[src/tpg_pkg.sv]
// package of constants for the output test-pattern generator
// assumes a single 40 MHz system clock and a plain register port
//
// Summary of operation
// - code 0000 passes samples; 0001 outputs midscale word
// - 0010 all ones, 0011 all zeros, both format converted
// - 0100 alternates 1010.. and 0101.. words, no format
// - 0111 alternates all ones and all zeros, no format
// - 1000 alternates two user words from 0x19-0x1A and 0x1B-0x1C
// - 1001 repeats one word of alternating bits starting with one
// - 1010 outputs the single-rate sync word per resolution
// - 1011 outputs only the msb set, same as the strap pattern in 12-bit mode
// - 1100 outputs the mixed-frequency word per resolution
// - all patterns but the prbs and user ones serve 10 and 12 bit words
// - 0110 runs x^9+x^5+1 prbs, period 511, format converted
// - short prbs packed msb first, first word = first 12 bits
// - both prbs seed all ones; initial words 0x07B and 0xFFF
// - 0101 runs x^23+x^18+1 prbs, period 8388607, format converted
// - long prbs bit stream is inverted before packing
// - long prbs packed msb first, first word = first 12 bits
// - port disabled: format strap high twos complement, low offset binary
// - port select and pattern strap high at power-up: constant 1000 0000 0000 on every lane
// - frame and data clocks keep running under the strap pattern
// - port select high: serial clock and data activity is ignored
// - bits 4 and 5 of the test mode register reset the prbs generators
// - codes 0001 to 1100 replace samples with the pattern before formatting; 1101 to 1111 pass samples
// - pattern select code lives in register 0x0D
`default_nettype none
package tpg_pkg;
  // register map, byte addresses
  localparam logic [7:0] ADDR_TEST_MODE = 8'h0D;
  localparam logic [7:0] ADDR_USER1_LO = 8'h19;
  localparam logic [7:0] ADDR_USER1_HI = 8'h1A;
  localparam logic [7:0] ADDR_USER2_LO = 8'h1B;
  localparam logic [7:0] ADDR_USER2_HI = 8'h1C;
  localparam logic [7:0] ADDR_OUT_MODE = 8'h14;
  localparam logic [7:0] ADDR_STATUS = 8'h20;
  // field positions
  localparam int TM_CODE_LSB = 0;
  localparam int TM_RST_LONG = 4;
  localparam int TM_RST_SHORT = 5;
  localparam int OM_TWOS = 0;
  localparam int OM_RES10 = 1;
  // reset values
  localparam logic [7:0] TEST_MODE_RST = 8'h00;
  localparam logic [7:0] OUT_MODE_RST = 8'h00;
  // pattern select codes
  localparam logic [3:0] PAT_OFF = 4'h0;
  localparam logic [3:0] PAT_MID = 4'h1;
  localparam logic [3:0] PAT_PFS = 4'h2;
  localparam logic [3:0] PAT_NFS = 4'h3;
  localparam logic [3:0] PAT_CHECKER = 4'h4;
  localparam logic [3:0] PAT_LONG = 4'h5;
  localparam logic [3:0] PAT_SHORT = 4'h6;
  localparam logic [3:0] PAT_WORD_TOG = 4'h7;
  localparam logic [3:0] PAT_USER = 4'h8;
  localparam logic [3:0] PAT_BIT_TOG = 4'h9;
  localparam logic [3:0] PAT_SYNC = 4'hA;
  localparam logic [3:0] PAT_ONE_HIGH = 4'hB;
  localparam logic [3:0] PAT_MIXED = 4'hC;
  // 12-bit words, msb aligned; 10-bit forms sit in the low bits
  localparam logic [11:0] W12_MID = 12'h800;
  localparam logic [11:0] W12_CHK_A = 12'hAAA;
  localparam logic [11:0] W12_CHK_B = 12'h555;
  localparam logic [11:0] W12_SYNC = 12'h03F;
  localparam logic [11:0] W12_MIXED = 12'hA33;
  localparam logic [11:0] W10_MID = 12'h200;
  localparam logic [11:0] W10_CHK_A = 12'h2AA;
  localparam logic [11:0] W10_CHK_B = 12'h155;
  localparam logic [11:0] W10_SYNC = 12'h01F;
  localparam logic [11:0] W10_MIXED = 12'h263;
  // prbs geometry
  localparam int SHORT_LEN = 9;
  localparam int SHORT_TAP = 5;
  localparam int LONG_LEN = 23;
  localparam int LONG_TAP = 18;
  localparam logic [12:0] SHORT_INIT = 13'h1FE0;
  localparam logic [12:0] LONG_INIT = 13'h1FFF;
endpackage
`default_nettype wire

[src/tpg_prbs.sv]
// one prbs generator, advancing a whole word of bits per step
// assumes step and seed pulses come from the system clock domain
`default_nettype none
module tpg_prbs #(
  parameter int LEN = 9,
  parameter int TAP = 5,
  parameter int WIDTH = 12,
  parameter bit INVERT = 1'b0
) (
  // clock and reset
  input wire logic clk_sys,
  input wire logic rst_n,
  // control
  input wire logic seed,
  input wire logic step,
  // packed word, first serial bit in the msb
  output logic [WIDTH-1:0] word
);
  initial begin
    if (TAP >= LEN || LEN < 2 || WIDTH < 1) begin
      $error("tpg_prbs: bad geometry");
    end
  end

  logic [LEN-1:0] state;
  logic [LEN-1:0] next_state;
  logic [WIDTH-1:0] next_word;

  // serial bit = s[LEN-1] ^ s[TAP-1]; shifting in that bit gives the sequence
  always_comb begin
    next_state = state;
    next_word = '0;
    for (int i = WIDTH - 1; i >= 0; i--) begin
      next_word[i] = next_state[LEN-1] ^ next_state[TAP-1] ^ INVERT;
      next_state = {next_state[LEN-2:0], next_state[LEN-1] ^ next_state[TAP-1]};
    end
  end

  always_ff @(posedge clk_sys) begin
    if (!rst_n || seed) begin
      state <= '1;
    end else if (step) begin
      state <= next_state;
    end
  end

  // word shows the bits that the coming step consumes, msb first, so the
  // first frame after a seed carries the first bits of the sequence
  assign word = next_word;

  AST_PRBS_SEED: assert property (@(posedge clk_sys) disable iff (!rst_n)
    seed |=> state == {LEN{1'b1}}) else $error("prbs seed not all ones");
endmodule
`default_nettype wire

[src/tpg_top.sv]
// output test-pattern generator of an eight-lane serial converter
// assumes samples arrive one per frame on clk_sys with a frame strobe,
// the link clock is an asynchronous pin sampled here, and straps settle
// before rst_n releases
//
// Added by the designer: the register addresses and the address-and-strobe port.
`default_nettype none
module tpg_top #(
  parameter int LANES = 8,
  parameter int WIDTH = 12
) (
  // clock and reset
  input wire logic clk_sys,
  input wire logic rst_n,
  // register port
  input wire logic [7:0] reg_addr,
  input wire logic [7:0] reg_wdata,
  input wire logic reg_wr,
  input wire logic reg_rd,
  output logic [7:0] reg_rdata,
  // straps and serial pins
  input wire logic format_select_strap,
  input wire logic test_pattern_strap,
  input wire logic port_select_n,
  input wire logic link_clk,
  // sample stream
  input wire logic frame_strobe,
  input wire logic [LANES*WIDTH-1:0] sample_in,
  // formatted stream
  output logic [LANES*WIDTH-1:0] data_out,
  output logic data_valid,
  output logic frame_clock_out,
  output logic data_clock_out
);
  initial begin
    if (WIDTH != 12 || LANES < 1) begin
      $error("tpg_top: word width must be 12");
    end
  end

  // ----------------------------------------------------------------
  // pin synchronisers
  // ----------------------------------------------------------------
  logic [3:0] sync_a;
  logic [3:0] sync_b;
  always_ff @(posedge clk_sys) begin
    if (!rst_n) begin
      sync_a <= 4'h0;
      sync_b <= 4'h0;
    end else begin
      sync_a <= {link_clk, port_select_n, test_pattern_strap, format_select_strap};
      sync_b <= sync_a;
    end
  end
  wire logic fmt_pin = sync_b[0];
  wire logic tp_pin = sync_b[1];
  wire logic cs_pin = sync_b[2];
  wire logic lclk_pin = sync_b[3];

  // ----------------------------------------------------------------
  // strap capture
  // ----------------------------------------------------------------
  // straps latched once, four cycles after release so the synchroniser is full
  logic [1:0] boot_cnt;
  logic strap_done;
  logic strap_port_off;
  logic strap_twos;
  logic strap_pattern;
  always_ff @(posedge clk_sys) begin
    if (!rst_n) begin
      boot_cnt <= 2'h0;
      strap_done <= 1'b0;
      strap_port_off <= 1'b0;
      strap_twos <= 1'b0;
      strap_pattern <= 1'b0;
    end else if (!strap_done) begin
      boot_cnt <= boot_cnt + 2'h1;
      if (boot_cnt == 2'h3) begin
        strap_done <= 1'b1;
        strap_port_off <= cs_pin;
        strap_twos <= cs_pin & fmt_pin;
        strap_pattern <= cs_pin & tp_pin;
      end
    end
  end

  // port select high shuts the register port off
  wire logic port_on = strap_done & !cs_pin;
  wire logic wr_ok = reg_wr & port_on;
  wire logic rd_ok = reg_rd & port_on;

  // ----------------------------------------------------------------
  // registers
  // ----------------------------------------------------------------
  logic [7:0] test_mode;
  logic [7:0] out_mode;
  logic [15:0] user1;
  logic [15:0] user2;
  always_ff @(posedge clk_sys) begin
    if (!rst_n) begin
      test_mode <= tpg_pkg::TEST_MODE_RST;
    end else if (wr_ok && reg_addr == tpg_pkg::ADDR_TEST_MODE) begin
      test_mode <= reg_wdata;
    end
  end
  always_ff @(posedge clk_sys) begin
    if (!rst_n) begin
      out_mode <= tpg_pkg::OUT_MODE_RST;
    end else if (!strap_done) begin
      out_mode <= tpg_pkg::OUT_MODE_RST;
    end else if (strap_port_off) begin
      out_mode[tpg_pkg::OM_TWOS] <= strap_twos;
    end else if (wr_ok && reg_addr == tpg_pkg::ADDR_OUT_MODE) begin
      out_mode <= reg_wdata;
    end
  end
  always_ff @(posedge clk_sys) begin
    if (!rst_n) begin
      user1 <= 16'h0000;
      user2 <= 16'h0000;
    end else if (wr_ok) begin
      if (reg_addr == tpg_pkg::ADDR_USER1_LO) user1[7:0] <= reg_wdata;
      if (reg_addr == tpg_pkg::ADDR_USER1_HI) user1[15:8] <= reg_wdata;
      if (reg_addr == tpg_pkg::ADDR_USER2_LO) user2[7:0] <= reg_wdata;
      if (reg_addr == tpg_pkg::ADDR_USER2_HI) user2[15:8] <= reg_wdata;
    end
  end

  wire logic [3:0] code = test_mode[tpg_pkg::TM_CODE_LSB +: 4];
  wire logic twos = out_mode[tpg_pkg::OM_TWOS];
  wire logic res10 = out_mode[tpg_pkg::OM_RES10];
  wire logic strap_active = strap_pattern & strap_port_off;

  logic word_sel;

  // readback; unmapped addresses read zero
  logic [7:0] next_rdata;
  always_comb begin
    next_rdata = 8'h00;
    unique case (reg_addr)
      tpg_pkg::ADDR_TEST_MODE: next_rdata = test_mode;
      tpg_pkg::ADDR_OUT_MODE: next_rdata = out_mode;
      tpg_pkg::ADDR_USER1_LO: next_rdata = user1[7:0];
      tpg_pkg::ADDR_USER1_HI: next_rdata = user1[15:8];
      tpg_pkg::ADDR_USER2_LO: next_rdata = user2[7:0];
      tpg_pkg::ADDR_USER2_HI: next_rdata = user2[15:8];
      tpg_pkg::ADDR_STATUS: next_rdata = {4'h0, lclk_pin, strap_active, word_sel, strap_done};
      default: next_rdata = 8'h00;
    endcase
  end
  always_ff @(posedge clk_sys) begin
    if (!rst_n) begin
      reg_rdata <= 8'h00;
    end else if (rd_ok) begin
      reg_rdata <= next_rdata;
    end else begin
      reg_rdata <= 8'h00;
    end
  end

  // ----------------------------------------------------------------
  // pattern sources
  // ----------------------------------------------------------------
  always_ff @(posedge clk_sys) begin
    if (!rst_n) begin
      word_sel <= 1'b0;
    end else if (frame_strobe) begin
      word_sel <= !word_sel;
    end
  end

  // seed pulses: register bits 4/5 hold the generators at their seed
  wire logic seed_long = test_mode[tpg_pkg::TM_RST_LONG];
  wire logic seed_short = test_mode[tpg_pkg::TM_RST_SHORT];
  logic [WIDTH-1:0] short_word;
  logic [WIDTH-1:0] long_word;

  tpg_prbs #(
    .LEN(tpg_pkg::SHORT_LEN), .TAP(tpg_pkg::SHORT_TAP), .WIDTH(WIDTH), .INVERT(1'b0)
  ) u_short (
    .clk_sys(clk_sys),
    .rst_n(rst_n),
    .seed(seed_short),
    .step(frame_strobe && code == tpg_pkg::PAT_SHORT),
    .word(short_word)
  );
  tpg_prbs #(
    .LEN(tpg_pkg::LONG_LEN), .TAP(tpg_pkg::LONG_TAP), .WIDTH(WIDTH), .INVERT(1'b1)
  ) u_long (
    .clk_sys(clk_sys),
    .rst_n(rst_n),
    .seed(seed_long),
    .step(frame_strobe && code == tpg_pkg::PAT_LONG),
    .word(long_word)
  );

  // ----------------------------------------------------------------
  // pattern select and output formatting
  // ----------------------------------------------------------------
  // format applies to offset-binary words by flipping the msb; samples
  // arrive in offset binary, so normal data passes the same stage
  logic [WIDTH-1:0] pat;
  logic fmt_applies;
  logic use_sample;
  always_comb begin
    pat = '0;
    fmt_applies = 1'b0;
    use_sample = 1'b0;
    if (strap_active) begin
      pat = tpg_pkg::W12_MID;
    end else begin
      unique case (code)
        tpg_pkg::PAT_OFF: begin
          use_sample = 1'b1;
          fmt_applies = 1'b1;
        end
        tpg_pkg::PAT_MID: begin
          pat = res10 ? tpg_pkg::W10_MID : tpg_pkg::W12_MID;
          fmt_applies = 1'b1;
        end
        tpg_pkg::PAT_PFS: begin
          pat = res10 ? 12'h3FF : 12'hFFF;
          fmt_applies = 1'b1;
        end
        tpg_pkg::PAT_NFS: begin
          pat = 12'h000;
          fmt_applies = 1'b1;
        end
        tpg_pkg::PAT_CHECKER: begin
          if (res10) pat = word_sel ? tpg_pkg::W10_CHK_B : tpg_pkg::W10_CHK_A;
          else pat = word_sel ? tpg_pkg::W12_CHK_B : tpg_pkg::W12_CHK_A;
        end
        tpg_pkg::PAT_LONG: begin
          pat = long_word;
          fmt_applies = 1'b1;
        end
        tpg_pkg::PAT_SHORT: begin
          pat = short_word;
          fmt_applies = 1'b1;
        end
        tpg_pkg::PAT_WORD_TOG: begin
          pat = word_sel ? 12'h000 : (res10 ? 12'h3FF : 12'hFFF);
        end
        tpg_pkg::PAT_USER: begin
          pat = word_sel ? user2[15:4] : user1[15:4];
        end
        tpg_pkg::PAT_BIT_TOG: begin
          pat = res10 ? tpg_pkg::W10_CHK_A : tpg_pkg::W12_CHK_A;
        end
        tpg_pkg::PAT_SYNC: begin
          pat = res10 ? tpg_pkg::W10_SYNC : tpg_pkg::W12_SYNC;
        end
        tpg_pkg::PAT_ONE_HIGH: begin
          pat = res10 ? tpg_pkg::W10_MID : tpg_pkg::W12_MID;
        end
        tpg_pkg::PAT_MIXED: begin
          pat = res10 ? tpg_pkg::W10_MIXED : tpg_pkg::W12_MIXED;
        end
        default: begin
          use_sample = 1'b1;
          fmt_applies = 1'b1;
        end
      endcase
    end
  end

  // msb position depends on resolution
  wire logic [WIDTH-1:0] fmt_mask = (fmt_applies && twos) ?
    (res10 ? 12'h200 : 12'h800) : 12'h000;

  // the whole lane set is replaced while a pattern runs
  logic [LANES*WIDTH-1:0] next_data;
  always_comb begin
    next_data = '0;
    for (int l = 0; l < LANES; l++) begin
      next_data[l*WIDTH +: WIDTH] = (use_sample ? sample_in[l*WIDTH +: WIDTH] : pat) ^ fmt_mask;
    end
  end

  always_ff @(posedge clk_sys) begin
    if (!rst_n) begin
      data_out <= '0;
      data_valid <= 1'b0;
    end else begin
      data_valid <= frame_strobe;
      if (frame_strobe) data_out <= next_data;
    end
  end

  // framing clocks run regardless of pattern mode
  always_ff @(posedge clk_sys) begin
    if (!rst_n) begin
      frame_clock_out <= 1'b0;
      data_clock_out <= 1'b0;
    end else begin
      frame_clock_out <= frame_strobe;
      data_clock_out <= lclk_pin;
    end
  end

  // ----------------------------------------------------------------
  // checks
  // ----------------------------------------------------------------
  AST_OFF_PASSES: assert property (@(posedge clk_sys) disable iff (!rst_n)
    (frame_strobe && code == tpg_pkg::PAT_OFF && !strap_active) |=>
    data_out == ($past(sample_in) ^ {LANES{$past(twos) ?
    ($past(res10) ? 12'h200 : 12'h800) : 12'h000}}))
    else $error("normal data not passed");
  AST_STRAP_WORD: assert property (@(posedge clk_sys) disable iff (!rst_n)
    (frame_strobe && strap_active) |=> data_out[WIDTH-1:0] == tpg_pkg::W12_MID)
    else $error("strap word wrong");
  AST_CHECKER_ALT: assert property (@(posedge clk_sys) disable iff (!rst_n)
    (frame_strobe && code == tpg_pkg::PAT_CHECKER && !strap_active && !res10) |=>
    (data_out[WIDTH-1:0] == tpg_pkg::W12_CHK_A || data_out[WIDTH-1:0] == tpg_pkg::W12_CHK_B))
    else $error("checkerboard word wrong");
  AST_SYNC_WORD: assert property (@(posedge clk_sys) disable iff (!rst_n)
    (frame_strobe && code == tpg_pkg::PAT_SYNC && !strap_active && !res10) |=>
    data_out[WIDTH-1:0] == tpg_pkg::W12_SYNC) else $error("sync word wrong");
  AST_MIXED_WORD: assert property (@(posedge clk_sys) disable iff (!rst_n)
    (frame_strobe && code == tpg_pkg::PAT_MIXED && !strap_active && !res10) |=>
    data_out[WIDTH-1:0] == tpg_pkg::W12_MIXED) else $error("mixed word wrong");
  AST_PFS_TWOS: assert property (@(posedge clk_sys) disable iff (!rst_n)
    (frame_strobe && code == tpg_pkg::PAT_PFS && !strap_active && twos && !res10) |=>
    data_out[WIDTH-1:0] == 12'h7FF) else $error("full scale format wrong");
  AST_PORT_IGNORED: assert property (@(posedge clk_sys) disable iff (!rst_n)
    (reg_wr && !port_on) |=> $stable(test_mode)) else $error("write taken while off");
  AST_FRAME_CLK_RUNS: assert property (@(posedge clk_sys) disable iff (!rst_n)
    frame_strobe |=> frame_clock_out) else $error("frame clock stopped");
  COV_STRAP: cover property (@(posedge clk_sys) disable iff (!rst_n) strap_active && frame_strobe);
  COV_SHORT: cover property (@(posedge clk_sys) disable iff (!rst_n)
    frame_strobe && code == tpg_pkg::PAT_SHORT);
  COV_USER: cover property (@(posedge clk_sys) disable iff (!rst_n)
    frame_strobe && code == tpg_pkg::PAT_USER && word_sel);
endmodule
`default_nettype wire

[config.mk]
export PLATFORM = sky130hd
export DESIGN_NAME = tpg_top
export DESIGN_NICKNAME = d
export VERILOG_FILES = /design/src/tpg_pkg.sv /design/src/tpg_prbs.sv /design/src/tpg_top.sv
export SDC_FILE = /design/constraint.sdc
export NUM_CORES = 1
export LEC_CHECK = 0
export BUFFER_PORTS_ARGS = -buffer_cell sky130_fd_sc_hd__clkbuf_2
export CORE_ASPECT_RATIO = 1.2
export CORE_MARGIN = 5
export CORE_UTILIZATION = 30
export DETAILED_ROUTE_END_ITERATION = 10
export GPL_TIMING_DRIVEN = 0
export PLACE_DENSITY = 0.48
export RECOVER_POWER = 50
export REMOVE_ABC_BUFFERS = 1
export SYNTH_ARGS = -nofsm -noshare
export SYNTH_HDL_FRONTEND = slang
export SYNTH_SLANG_ARGS = --single-unit
export TNS_END_PERCENT = 20
[constraint.sdc]
create_clock -name clk_sys -period 2 [get_ports clk_sys]
set_clock_uncertainty 0.05 [all_clocks]
set_input_delay 0.1 -clock clk_sys [delete_from_list [all_inputs] [get_ports clk_sys]]
set_output_delay 0.1 -clock clk_sys [all_outputs]
set_load 0.01 [all_outputs]
Yosys cells after proc, flatten, opt, wreduce, memory -nomap -nowiden:

Cells that the tools add are included.

* bitwise logic cells: 52
* add/subtract/negate cells: 1
* reduce and logical (&&, ||, !) cells: 22
* equal/unequal tests: 20
* muxes and demuxes: 30

Operators with widths (count)
* $mux W12: 18
* $pmux W12 S10: 1
* $xor A12 B12 Y12: 8
* $pmux W8 S7: 1
* $eq A8 B5 Y1 const B: 5
* $xor A1 B1 Y1: 24
* $eq A4 B4 Y1 const B: 5
* $eq A4 B3 Y1 const B: 4
* $reduce_and A2 Y1: 8
* $not A1 Y1: 14
* $reduce_or A12 Y1: 1
* $mux W10: 1
* $eq A4 B2 Y1 const B: 2
* $eq A8 B4 Y1 const B: 1
* $eq A8 B6 Y1 const B: 1
* $mux W1: 8
* $reduce_or A7 Y1: 1
* $and A1 B1 Y1: 6
* $mux W6: 1
* $logic_and A1 B1 Y1: 5
* $eq A4 B1 Y1 const B: 1
* $logic_not A1 Y1: 3
* $add A2 B1 Y2 const B: 1
* $eq A2 B2 Y1 const B: 1
* 3 further kinds: 4

* register bits after elaboration: 201
* output and inout port bits: 107
* logic and storage cells: 146
* bits of input ports: 121

Longest topological paths before layout:

* depth in word-level cells: 7
* mapped depth: 10
* mapped depth without buffers: 6

Modules after synthesis:

From an unflattened synthesis, not the netlist that was laid out.

* cells, all modules: 1103
* area, all modules: 9623.0 sq um

By module, submodules not included
* tpg_top: area an instance 8090.3 sq um, instances 1, cells each 959, sequential area each 3383.2 sq um
* tpg_prbs (u_long): area an instance 964.7 sq um, instances 1, cells each 89, sequential area each 460.4 sq um
* tpg_prbs (u_short): area an instance 568.0 sq um, instances 1, cells each 55, sequential area each 180.2 sq um

Least setup slack after synthesis:

No wires, ideal clock.

* kind: register to register
* from: reg test_mode[0]
* to: reg data_out[21]
* arrival: 1.757 ns
* clock period less this slack: 1.937 ns
* path buffers: 1
* data required time: 1.820 ns
* setup slack: 0.063 ns
* stages on the path, launching flop included: 8
* library setup time: 0.130 ns
* cell sequence: dfxtp_1 -> or4b_1 -> clkbuf_1 -> o22ai_1 -> a221oi_1 -> a21oi_1 -> mux2i_2 -> nor2_1

* cells in the longest elaborated chain, start to end: 7
* elaborated cells on any way between the ends: 25
* those cells by class: 12 x eq/ne; 8 x mux; 1 x bitwise; 4 x reduce/logical

RTL lines
* start: declaration: RTL line tpg_top.sv:95 `logic [7:0] test_mode;`
* start signal: assignment: RTL line tpg_top.sv:101 `test_mode <= tpg_pkg::TEST_MODE_RST;`
* start signal: assignment: RTL line tpg_top.sv:103 `test_mode <= reg_wdata;`
* $eq A4 B3 Y1 / $eq A4 B4 Y1 (equally long branches): RTL line tpg_top.sv:212 `unique case (code)`
* $reduce_or A7 Y1 (no source line)
* $mux W1: RTL line tpg_top.sv:212
* $mux W1: RTL line tpg_top.sv:209 `if (strap_active) begin`
* $logic_and A1 B1 Y1: RTL line tpg_top.sv:268 `wire logic [WIDTH-1:0] fmt_mask = (fmt_applies && twos) ?`
* $mux W12: RTL line tpg_top.sv:268
* $xor A12 B12 Y12 *: RTL line tpg_top.sv:276 `next_data[l*WIDTH +: WIDTH] = (use_sample ? sample_in[l*WIDTH +: WIDTH] : pat) ^ fmt_mask;`
* end signal: assignment: RTL line tpg_top.sv:286 `if (frame_strobe) data_out <= next_data;`
* end: declaration: RTL line tpg_top.sv:30 `output logic [LANES*WIDTH-1:0] data_out,`

Mark *: on every way between the ends. The rest lies on a longest branch, timed or not.
A chain may end at the register's enable or synchronous reset.

Worst setup path after layout:

* from: reg test_mode[0]
* to: reg data_out[81]

Same word-level chain as after synthesis.

==> flow_metrics.py <==
metrics = {
    "cts": {
        "insertion_delay_ps": 510,
        "cts-root-buf": "clkbuf_16",
        "cts_tree": "done",
        "path_clk_slew_ps": 60,
        "clock_sinks": 201,
        "clock_path_buffers": 3,
        "htreeDepth": 1,
        "cts_inserted_buffers": 23,
    },
    "synthesis": {
        "synthFlopType": "dfxtp_1",
        "synth_area_um2": 8750,
        "postSynthCellCount": 1032,
        "avgSynthCellArea_um2": 8.48,
        "synth-edff-count": 0,
        "synthTopCellsByArea": "dfxtp_1 46%, nand2_1 7.3%, o21ai_0 5.3%",
        "yosysUniqueCellTypes": 61,
        "ys_seq_elements": 201,
        "synth_top_area_cell": "dfxtp_1",
        "yosysWarnings": 0,
        "ys_seq_area_share_pct": 46.0,
        "synthArstFlopShare_pct": 0,
        "synth_top_area_share_pct": 46.0,
    },
    "sta": {
        "relSlewSlack_pct": 39.2,
        "setup_slack_ps": -59.3,
        "slew_viol_final": 0,
        "final_hold_viol_count": 0,
        "rsz0062_at_grt": "yes",
        "worst_pin_slew_ps": 913,
        "setup_viol": 24,
        "max_freq_mhz": 486,
        "period_share_pct": 103,
        "period_needed_ps": 2060,
        "finalSetupTns_ps": -825,
    },
    "die": {
        "die_w_um": 166,
        "dieArea_um2": 32700,
        "rows": 68,
        "io_pins": 228,
        "dieHeight_um": 197,
        "core_area_um2": 28800,
        "initial_core_util_pct": 30.4,
    },
    "worst_setup_path": {
        "worstPathMaxFanout": 8,
        "max_stage_delay_ps": 600,
        "end_kind": "register",
        "cp_data_required_time_ps": 2340,
        "slowest_stage": "or4b_4",
        "crit_arrival_ps": 2400,
        "criticalPathCategory": "reg -> reg",
        "start_kind": "register",
        "cp.buffers_inverters": 0,
        "path_delay_family": "simple AND/OR/NAND/NOR gates",
        "crit_chain": "or4b_4 -> o22ai_4 -> a221oi_2 -> a21oi_4 -> mux2i_4 -> nor2_1",
    },
    "placed_design": {
        "numPlacedInstances": 1563,
        "place_congestion": 0.753,
        "port_buffers": 227,
        "dp.final_hpwl_um": 18300,
    },
    "finish": {
        "area_delta_synth_final_pct": 43.3,
        "fin_nets": 1467,
        "drive_gt1_share_pct": 21.9,
        "fillerInstances": 2991,
        "utilization_pct": 43.6,
        "finalNonFillerCells": 1746,
        "final_common_cell": "dfxtp_1",
        "diodes": 0,
        "final_cell_mix": "196 x dfxtp_1, 164 x nand2_1, 132 x clkbuf_2",
    },
    "pwr": {
        "p_switching_mw": 2.33,
        "p_int_mw": 7.00,
        "netSwitchingFraction_pct": 25.0,
        "seq_power_share_pct": 45.6,
        "peakVddDrop_uv": 507,
        "p_clk_share_pct": 44.2,
        "combPwrFrac_pct": 10.3,
        "power_density_nw_per_um2": 744,
        "leakagePower_nw": 5.00,
        "power_mw": 9.33,
    },
    "drt": {
        "drt_iter0_markers": 715,
        "via_count": 8739,
        "finalWirelength_um": 29900,
        "vias_per_cell": 5.01,
        "drt-pass1-iter-count": 6,
        "routedWlPerCell_um": 17.1,
        "ant_nets": 0,
        "drc": 0,
    },
    "grt": {
        "grt_usage_pct": 17.3,
        "grt_pass1_wl_um": 47300,
        "grt_pass1_vias": 8702,
        "gr-total-overflow": 0,
        "grt_use_met2_pct": 29.7,
        "use_met1_pct": 22.0,
        "grt_use_met3_pct": 3.62,
        "antenna_found_initial": 0,
        "grt_max_degree": 150,
        "busiest_layer": "met2",
    },
    "min_path": {
        "hold_path.class": "in -> reg",
    },
    "status": {
        "status": "complete, but fails checks",
        "violations": "setup timing",
    },
    "run": {
        "maxCapViolations": 0,
    },
}
[kinds of logic (layout without fill, tap and decap cells)]
family / Yosys count / count (layout) / share of synthesized area [%]
fa+ha+maj: 1 / 1 / 0.143
simple gates: 360 / 360 / 19.8
buf+inv: 90 / 419 / 4.63
compound gates: 306 / 306 / 21.4
xor+xnor: 36 / 36 / 3.60
mux: 38 / 38 / 4.46
flops: 201 / 201 / 46.0
[power groups by stage]
stage / combinational, mW / clock [mW] / sequential, mW
2_1_floorplan: 0.264 / 0 / 4.40
3_3_place_gp: 0.762 / 0 / 4.34
3_5_place_dp: 0.769 / 0 / 4.35
4_1_cts: 0.976 / 4.26 / 4.25
5_1_grt: 1.06 / 4.42 / 4.27
6_report: 0.957 / 4.12 / 4.25
[worst paths after layout]
kind                            depth (start not counted)  slack (ps)                      start                         to
worst max-delay path                                    6         -60  test_mode[0]$_SDFFE_PN0P_  data_out[81]$_SDFFE_PN0P_
worst min-delay path                                    4          50                reg_addr[0]    reg_rdata[3]$_SDFF_PN0_
worst max register to register                          6         -60  test_mode[0]$_SDFFE_PN0P_  data_out[81]$_SDFFE_PN0P_
worst min register to register                          1         380       sync_a[0]$_SDFF_PN0_       sync_b[0]$_SDFF_PN0_
[synthesized netlist by cell type (all sizes together) (6+ instances only)]
library cell,count
xnor2,28
a21boi,27
a22oi,22
nand3,55
buf,44
a21oi,86
and2,15
a31oi,19
a222oi,10
xor2,8
dfxtp,201
nor2b,33
clkbuf,40
mux2i,33
inv,6
nand2b,9
nor2,49
o221ai,9
o21ai,95
nand2,172
o211ai,18
[registers in the layout, summed over array words and instances (netlist names)]
register,cells
boot_cnt,2
data_clock_out,1
data_out,96
frame_clock_out,1
out_mode,8
reg_rdata,8
strap_done,1
strap_pattern,1
strap_port_off,1
strap_twos,1
sync_a,4
sync_b,4
test_mode,8
u_long.state,23
u_short.state,9
user1,16
user2,16
word_sel,1
[stage by stage]
step	hold slack [ps]	cell area (um^2)	setup slack, ps
floorplan	150	8370	-1420
global placement	256	9980	-3110
detailed placement	262	10100	-1030
CTS	38.3	12300	-86.9
global route	67.0	12500	-148
finish	46.8	12500	-59.3
[routing by layer]
metal | up-vias | wire length, um
li1 | 4258 | -
met1 | 4164 | 12800
met2 | 271 | 14700
met3 | 46 | 1750
met4 | 0 | 684
met5 | - | 0
[cell type report]
type	instances	area [um^2]	share of cell area [%]
Inverter	6	22.5	0.180
Tap cell	385	482	3.84
Sequential cell	201	4040	32.2
Timing Repair Buffer	372	2550	20.3
Clock buffer	31	676	5.39
Clock inverter	10	60.1	0.479
Multi-Input combinational cell	741	4710	37.6
[timing repair]
| item | CTS | global route |
|---|---|---|
| cloned | 2 | 1 |
| gates resized for setup | 69 | 38 |
| hold buffers | 108 | 0 |
| endpoints found under the hold margin | 148 | 0 |
| buffers inserted | 16 | 15 |
| pin swaps | 14 | 17 |
| setup endpoints to repair | 183 | 151 |
[worst min-delay path, delay by kind of cell]
| family | cells | cell delay, ps |
|---|---|---|
| AND/OR/NAND/NOR | 2 | 240 |
| buffers and inverters | 1 | 140 |
| AO/OA/AOI/OAI | 1 | 70 |
Note: power is estimated with default switching activity, not from simulation.
